`config.mk`:
```
export PLATFORM = sky130hd
export DESIGN_NAME = anps_status
export DESIGN_NICKNAME = d
export VERILOG_FILES = /design/src/common/anps_pkg.sv /design/src/anps_status.sv
export SDC_FILE = /design/constraint.sdc
export NUM_CORES = 1
export LEC_CHECK = 0
export BUFFER_PORTS_ARGS = -buffer_cell sky130_fd_sc_hd__buf_4
export CORE_ASPECT_RATIO = 0.9
export CORE_MARGIN = 3
export CORE_UTILIZATION = 43
export DETAILED_ROUTE_END_ITERATION = 10
export GPL_ROUTABILITY_DRIVEN = 0
export GPL_TIMING_DRIVEN = 0
export PLACE_DENSITY_LB_ADDON = 0.15
export REMOVE_ABC_BUFFERS = 1
export SYNTH_ARGS = -nofsm -noshare
export SYNTH_HDL_FRONTEND = slang
export SYNTH_SLANG_ARGS = --single-unit
```
`constraint.sdc`:
```
create_clock -name CLOCK_I -period 1.5 [get_ports CLOCK_I]
set_input_delay 0.225 -clock CLOCK_I [delete_from_list [all_inputs] [get_ports CLOCK_I]]
set_output_delay 0.225 -clock CLOCK_I [all_outputs]
set_load 0.02 [all_outputs]
```
`src/common/anps_pkg.sv`:
```
// Purpose: Shared constants and types of the partner ability status block
// Assumes: Avalon-MM slave, 32-bit data, byte addresses, one word per register
// Notes:   Register index times four gives the byte address

package anps_pkg;

    // ****************************************************************
    // Bus and register geometry
    // ****************************************************************
    localparam int          ADDR_W        = 8;
    localparam int          DATA_W        = 32;
    localparam int          REG_W         = 16;
    localparam int          IDX_W         = ADDR_W - 2;
    localparam logic [5:0]  IDX_LOCAL_ADV = 6'h04;
    localparam logic [5:0]  IDX_PARTNER   = 6'h05;
    localparam logic [5:0]  IDX_EXPANSION = 6'h06;
    localparam logic [5:0]  IDX_CONTROL   = 6'h10;

    // ****************************************************************
    // Field positions
    // ****************************************************************
    localparam int          ADV_PAUSE_BIT   = 10;
    localparam int          ADV_TECH_LSB    = 5;
    localparam int          ADV_TECH_MSB    = 8;
    localparam int          PA_ACK_BIT      = 14;
    localparam int          PA_NP_BIT       = 15;
    localparam int          EXP_BASE_PAGE   = 5;
    localparam int          EXP_PD_FAULT    = 4;
    localparam int          EXP_LP_NP_ABLE  = 3;
    localparam int          EXP_NP_ABLE     = 2;
    localparam int          EXP_PAGE_RX     = 1;
    localparam int          EXP_LP_AN_ABLE  = 0;
    localparam int          EXP_RSVD_LSB    = 6;
    localparam int          CTRL_TX_DISABLE = 13;
    localparam int          CTRL_ALT_NP     = 1;

    // ****************************************************************
    // Values
    // ****************************************************************
    localparam logic        LOCAL_NP_ABLE = 1'b1;
    localparam logic [4:0]  SEL_IEEE8023  = 5'h01;
    localparam logic [4:0]  SEL_IEEE8029  = 5'h02;
    localparam logic [4:0]  SEL_RSVD_LO   = 5'h00;
    localparam logic [4:0]  SEL_RSVD_HI   = 5'h1f;
    localparam logic [1:0]  SYNC_FILL     = 2'h3;
    localparam logic [15:0] REG_ZERO      = 16'h0000;
    localparam logic [31:0] WORD_ZERO     = 32'h00000000;

    // ****************************************************************
    // Carriers
    // ****************************************************************
    typedef struct packed {
        logic        base_page_rx;
        logic        next_page_rx;
        logic [15:0] code_word;
        logic        base_page_var;
        logic        pd_fault;
        logic        partner_np_able;
        logic        partner_an_able;
        logic        mr_page_rx;
    } anps_link_s;

    typedef struct packed {
        logic       pause;
        logic [3:0] tech;
    } anps_adv_s;

    typedef struct packed {
        logic [4:0]  pin_s1;
        logic [4:0]  pin_s2;
        logic [4:0]  pin_s3;
        logic [1:0]  fill_cnt;
        logic        loaded;
        anps_adv_s   adv;
        logic        alt_np;
        logic        tx_disable;
        logic        ack;
        logic [31:0] rdata;
        logic [15:0] ability;
        logic        base_page;
        logic        pd_fault;
        logic        page_rx;
    } anps_state_s;

endpackage

```
`src/anps_status.sv`:
```
// Purpose: Partner ability and negotiation expansion status registers
// Assumes: Negotiation engine on CLOCK_I; strap pins asynchronous
// Notes:   Waitrequest low on the second cycle of every access
//
// The Avalon-MM register port is this design's own decision.

`timescale 1ns/100ps

module anps_status
(
    input  wire logic                CLOCK_I,
    input  wire logic                RSTN_I,
    input  wire logic [7:0]          AVS_ADDRESS_I,
    input  wire logic                AVS_READ_I,
    input  wire logic                AVS_WRITE_I,
    input  wire logic [31:0]         AVS_WRITEDATA_I,
    input  wire logic [3:0]          AVS_BYTEENABLE_I,
    output logic      [31:0]         AVS_READDATA_O,
    output logic                     AVS_WAITREQUEST_O,
    input  wire anps_pkg::anps_link_s LINK_I,
    input  wire logic                PAUSE_CFG_PIN_I,
    input  wire logic [3:0]          LED_CONFIG_PINS_I,
    output anps_pkg::anps_adv_s      ADV_O,
    output logic                     ALT_NP_O,
    output logic                     TX_DISABLE_O
);
    import anps_pkg::*;

    // ****************************************************************
    // Helpers
    // ****************************************************************

    // Byte enables widened to a bit mask
    function automatic logic [15:0] lane_mask(input logic [3:0] be);
        lane_mask = {{8{be[1]}}, {8{be[0]}}};
    endfunction

    // Expansion word from latched and live flags
    function automatic logic [15:0] exp_word(input anps_state_s s, input anps_link_s l);
        logic [15:0] w;
        w                 = REG_ZERO;
        w[EXP_BASE_PAGE]  = s.base_page;
        w[EXP_PD_FAULT]   = s.pd_fault;
        w[EXP_LP_NP_ABLE] = l.partner_np_able;
        w[EXP_NP_ABLE]    = LOCAL_NP_ABLE;
        w[EXP_PAGE_RX]    = s.page_rx;
        w[EXP_LP_AN_ABLE] = l.partner_an_able;
        exp_word          = w;
    endfunction

    // ****************************************************************
    // State
    // ****************************************************************
    anps_state_s            st;
    anps_state_s            next_st;
    logic                   req;
    logic                   accept;
    logic [5:0]             idx;
    logic                   exp_read;
    logic                   page_set;
    logic                   alt_clear;
    logic [15:0]            mask;
    logic [15:0]            adv_word;
    logic [15:0]            ctrl_word;
    logic [15:0]            adv_new;
    logic [15:0]            ctrl_new;
    logic [15:0]            rd_clear;

    // Bus request decode
    assign req      = AVS_READ_I | AVS_WRITE_I;
    assign accept   = req & st.ack;
    assign idx      = AVS_ADDRESS_I[ADDR_W-1:2];
    assign exp_read = accept & AVS_READ_I & (idx == IDX_EXPANSION);
    assign mask     = lane_mask(AVS_BYTEENABLE_I);
    assign page_set = LINK_I.base_page_rx | LINK_I.next_page_rx;
    assign alt_clear = st.alt_np & (~LINK_I.mr_page_rx | st.tx_disable);

    // Written lanes merged into the current images
    assign adv_new   = (adv_word & ~mask) | (AVS_WRITEDATA_I[REG_W-1:0] & mask);
    assign ctrl_new  = (ctrl_word & ~mask) | (AVS_WRITEDATA_I[REG_W-1:0] & mask);

    // A read clears only the latched bits it actually reported
    assign rd_clear  = exp_read ? st.rdata[REG_W-1:0] : REG_ZERO;

    // Readable images of own registers
    always_comb
    begin
        adv_word                            = REG_ZERO;
        adv_word[ADV_PAUSE_BIT]             = st.adv.pause;
        adv_word[ADV_TECH_MSB:ADV_TECH_LSB] = st.adv.tech;
        ctrl_word                           = REG_ZERO;
        ctrl_word[CTRL_TX_DISABLE]          = st.tx_disable;
        ctrl_word[CTRL_ALT_NP]              = st.alt_np;
    end

    // ****************************************************************
    // Next state
    // ****************************************************************
    always_comb
    begin
        next_st = st;

        // Strap pins through three stages
        next_st.pin_s1 = {PAUSE_CFG_PIN_I, LED_CONFIG_PINS_I};
        next_st.pin_s2 = st.pin_s1;
        next_st.pin_s3 = st.pin_s2;

        // Strap defaults caught once after release
        if (!st.loaded)
        begin
            if (st.fill_cnt != SYNC_FILL)
            begin
                next_st.fill_cnt = st.fill_cnt + 2'h1;
            end
            else if (st.pin_s2 == st.pin_s3)
            begin
                next_st.loaded    = 1'b1;
                next_st.adv.pause = st.pin_s3[4];
                next_st.adv.tech  = st.pin_s3[3:0];
            end
        end

        // Handshake: wait one cycle, then accept
        next_st.ack = req & ~st.ack;

        // Read data captured in the waiting cycle
        if (req & ~st.ack & AVS_READ_I)
        begin
            case (idx)
                IDX_LOCAL_ADV: next_st.rdata = {REG_ZERO, adv_word};
                IDX_PARTNER:   next_st.rdata = {REG_ZERO, st.ability};
                IDX_EXPANSION: next_st.rdata = {REG_ZERO, exp_word(st, LINK_I)};
                IDX_CONTROL:   next_st.rdata = {REG_ZERO, ctrl_word};
                default:       next_st.rdata = WORD_ZERO;
            endcase
        end

        // Software writes at the accepting edge
        if (accept & AVS_WRITE_I)
        begin
            case (idx)
                IDX_LOCAL_ADV:
                begin
                    next_st.adv.pause = adv_new[ADV_PAUSE_BIT];
                    next_st.adv.tech  = adv_new[ADV_TECH_MSB:ADV_TECH_LSB];
                end
                IDX_CONTROL:
                begin
                    next_st.tx_disable = ctrl_new[CTRL_TX_DISABLE];
                    next_st.alt_np     = ctrl_new[CTRL_ALT_NP];
                end
                default:
                begin
                    next_st.alt_np = st.alt_np;
                end
            endcase
        end

        // Partner word stored whole on a complete base page
        if (LINK_I.base_page_rx)
        begin
            next_st.ability = LINK_I.code_word;
        end

        // Latching flags: set wins, unreported events survive the read
        next_st.base_page = (st.base_page & ~rd_clear[EXP_BASE_PAGE]) | (LINK_I.base_page_var & st.alt_np);
        next_st.pd_fault  = (st.pd_fault & ~rd_clear[EXP_PD_FAULT]) | LINK_I.pd_fault;
        next_st.page_rx   = (st.page_rx & ~(rd_clear[EXP_PAGE_RX] | alt_clear)) | page_set;
    end

    // ****************************************************************
    // Registers
    // ****************************************************************
    always_ff @(posedge CLOCK_I or negedge RSTN_I)
    begin
        if (!RSTN_I)
        begin
            st <= '0;
        end
        else
        begin
            st <= next_st;
        end
    end

    // Outputs
    assign AVS_WAITREQUEST_O = req & ~st.ack;
    assign AVS_READDATA_O    = st.rdata;
    assign ADV_O             = st.adv;
    assign ALT_NP_O          = st.alt_np;
    assign TX_DISABLE_O      = st.tx_disable;
endmodule

```
==> flow_summary.toml <==
[synth]
syn_inst = 225
syn-cell-area_sq_mm = 0.00277
synth_edf_count = 0
synth.distinct_cells = 46
ys_seq_area_share_pct = 55.2
syn_avg_cell_area_sq_um = 12.3
async_reset_ff_share_pct = 100
yosys_register_bits = 61
ys_warn_count = 0
synth_ff_type = "dfrtp_1"

[clocking]
cts_tree = "yes"
numCtsBuffers = 9
clkSinkCount = 61
htreeDepth = 3
clk_pin_slew_ps = 70
cts_max_path_buffers = 2
clock_latency_ps = 340
root_buffer = "clkbuf_8"

[sta]
period_needed_ps = 1550
holdWs_ps = 68.6
setup_violations = 5
final.period_utilization_pct = 103
tns_ps = -208
worst_pin_slew_ps = 745
relSlewSlack_pct = 50.3
hold_viol_final = 0
rsz0062_at_grt = "yes"
final.setup_skew_ps = 6.40
slew_violations = 0
layout_setup_ws_ps = -51.2
max_freq_ghz = 0.645

[global_routing]
grt_pass1_vias = 1859
grt_start_max_net_pins = 62
antenna_found_initial = 0
grt_use_total_pct = 16.5
overflow = 0
grt_pass1_wl_um = 9320

[detailed_routing]
vias = 1827
drtIter0Drc = 118
drc = 0
wl_per_cell_um = 14.7
drtAntennaViolNets = 0
firstDrtPassIters = 4
viasPerCell = 4.76
routed_wl_um = 5640

[floorplanning]
rows = 27
initial_utilization_pct = 44.7
die_w_um = 90.5
die-area_sq_mm = 0.00743
core_area_sq_mm = 0.00618
fp.dieH_um = 82.1
ios = 116

[flow_run]
maxCapViolations = 0

[power]
sequentialPowerShare_pct = 49.3
p_sw_share_pct = 28.6
clock_power_share_pct = 30.4
p_leak_uw = 0.00161
intPower_uw = 2810
p_per_area_mw_per_mm2 = 1120
p_sw_uw = 1120
combPwrFrac_pct = 20.2
vdd_drop_max_uv = 659

[place]
hpwl_um = 3980
dp.cells = 354
io_buffer_count = 70
pre_cts_ws_ps = -364

[critical_path]
crit_path_start_kind = "flop"
crit_fanout = 6
worstPathRequired_ps = 1720
crit_chain = "nor4bb_4, and2_4, or3_4, o221a_1"
cp-end-kind = "flop"
path_class = "flop to flop"
crit_path_top_delay_cell = "dfrtp_1"
cp_slowest_stage_delay_ps = 430
arrival_ps = 1770

[outcome]
violations = "negative setup slack"
status = "finished with violations"

[cells_and_area]
area_growth_pct = 26.4
fin_nets = 369
most-common-layout-cells = "78 x buf_4, 61 x dfrtp_1, 18 x mux2_2, 16 x conb_1, 15 x nand2_1"
fin_cells = 384
layout-drive-gt1-share_pct = 41.1
final_common_cell = "buf_4"
antenna_cells = 0

[min_path]
hold_class = "primary input to flop"
==> worst max-delay path: cells and delay by family (launching register included) <==
kind	cells	cell delay [ps]
AOI/OAI and AO/OA	1	240
DFF	1	430
and+or+nand+nor	3	760
==> power groups by stage <==
stage,Clock (uW),Sequential [uW],Combinational [uW]
CTS,1250,1940,782
detailed placement,0,1970,739
finish,1200,1940,794
floorplan,0,2030,309
global placement,0,1960,739
global route,1330,1960,868
==> logic make-up after synthesis <==
family	after synthesis	share of synthesized area (%)
AO/OA/AOI/OAI	40	11.4
XOR/XNOR	6	1.90
adder cells (fa/ha/maj)	1	0.452
buffers and inverters	48	11.6
flip-flops	61	55.2
multiplexers	24	9.59
other	1	0.136
AND/OR/NAND/NOR	44	9.68
==> metal layers <==
metal | vias to the layer above | GRT usage [%] | part of all wire [%]
met5 | - | 0 | 0
met4 | 0 | 5.96 | 0.96
met3 | 9 | 6.14 | 5.4
met2 | 48 | 27.5 | 50
met1 | 885 | 19.7 | 44
li1 | 885 | - | -
==> stage by stage <==
stage	area [sq um]	utilization, %	total power, uW
final	3500	56.5	3930
after global placement	3150	51.0	2700
after detailed placement	3150	51.0	2710
after floorplan	2520	-	2330
after CTS	3440	55.7	3970
after global routing	3500	56.5	4160
==> worst paths after layout <==
check / from / to / cells after the start / slack [ps]
min in group asynchronous: RSTN_I / AVS_READDATA_O[3] / 2 / 490
worst max register to register: st[51] / flop / 4 / -50
worst max-delay path: st[51] / flop / 4 / -50
worst min register to register: next_st[71] / next_st[66] / 0 / 350
max in group asynchronous: RSTN_I / async pin / 2 / 510
worst min-delay path: LINK_I[3] / st[1] / 2 / 70
==> Yosys cell counts (all sizes together), types with 5 or more instances <==
cell   instances  area [sq um]
dfrtp         61          1530
inv            5          18.8
buf           39           287
o31ai          6          45.0
xnor2          5          43.8
nand2         15          56.3
o221a          5          56.3
mux2          20           225
a22o           8          70.1
o21ai          5          25.0
a22oi          5          37.5
==> area by class of cell <==
type                            count  area, sq um
Clock buffer                       11          131
Tap cell                           87          109
Sequential cell                    61         1530
Clock inverter                      5         27.5
Multi-Input combinational cell    131         1040
Inverter                            5         18.8
Fill cell                         564         2690
Timing Repair Buffer               84          646
==> repair_timing <==
action | 4_1_cts | 5_1_grt
endpoints found under the hold margin | 66 | 0
cloned | 0 | 0
hold buffers | 6 | 0
pin swaps | 5 | 2
resized for setup | 8 | 6
endpoints found under the setup margin | 21 | 15
setup buffers | 5 | 3
No activity file was read; power rests on OpenSTA's default activity.
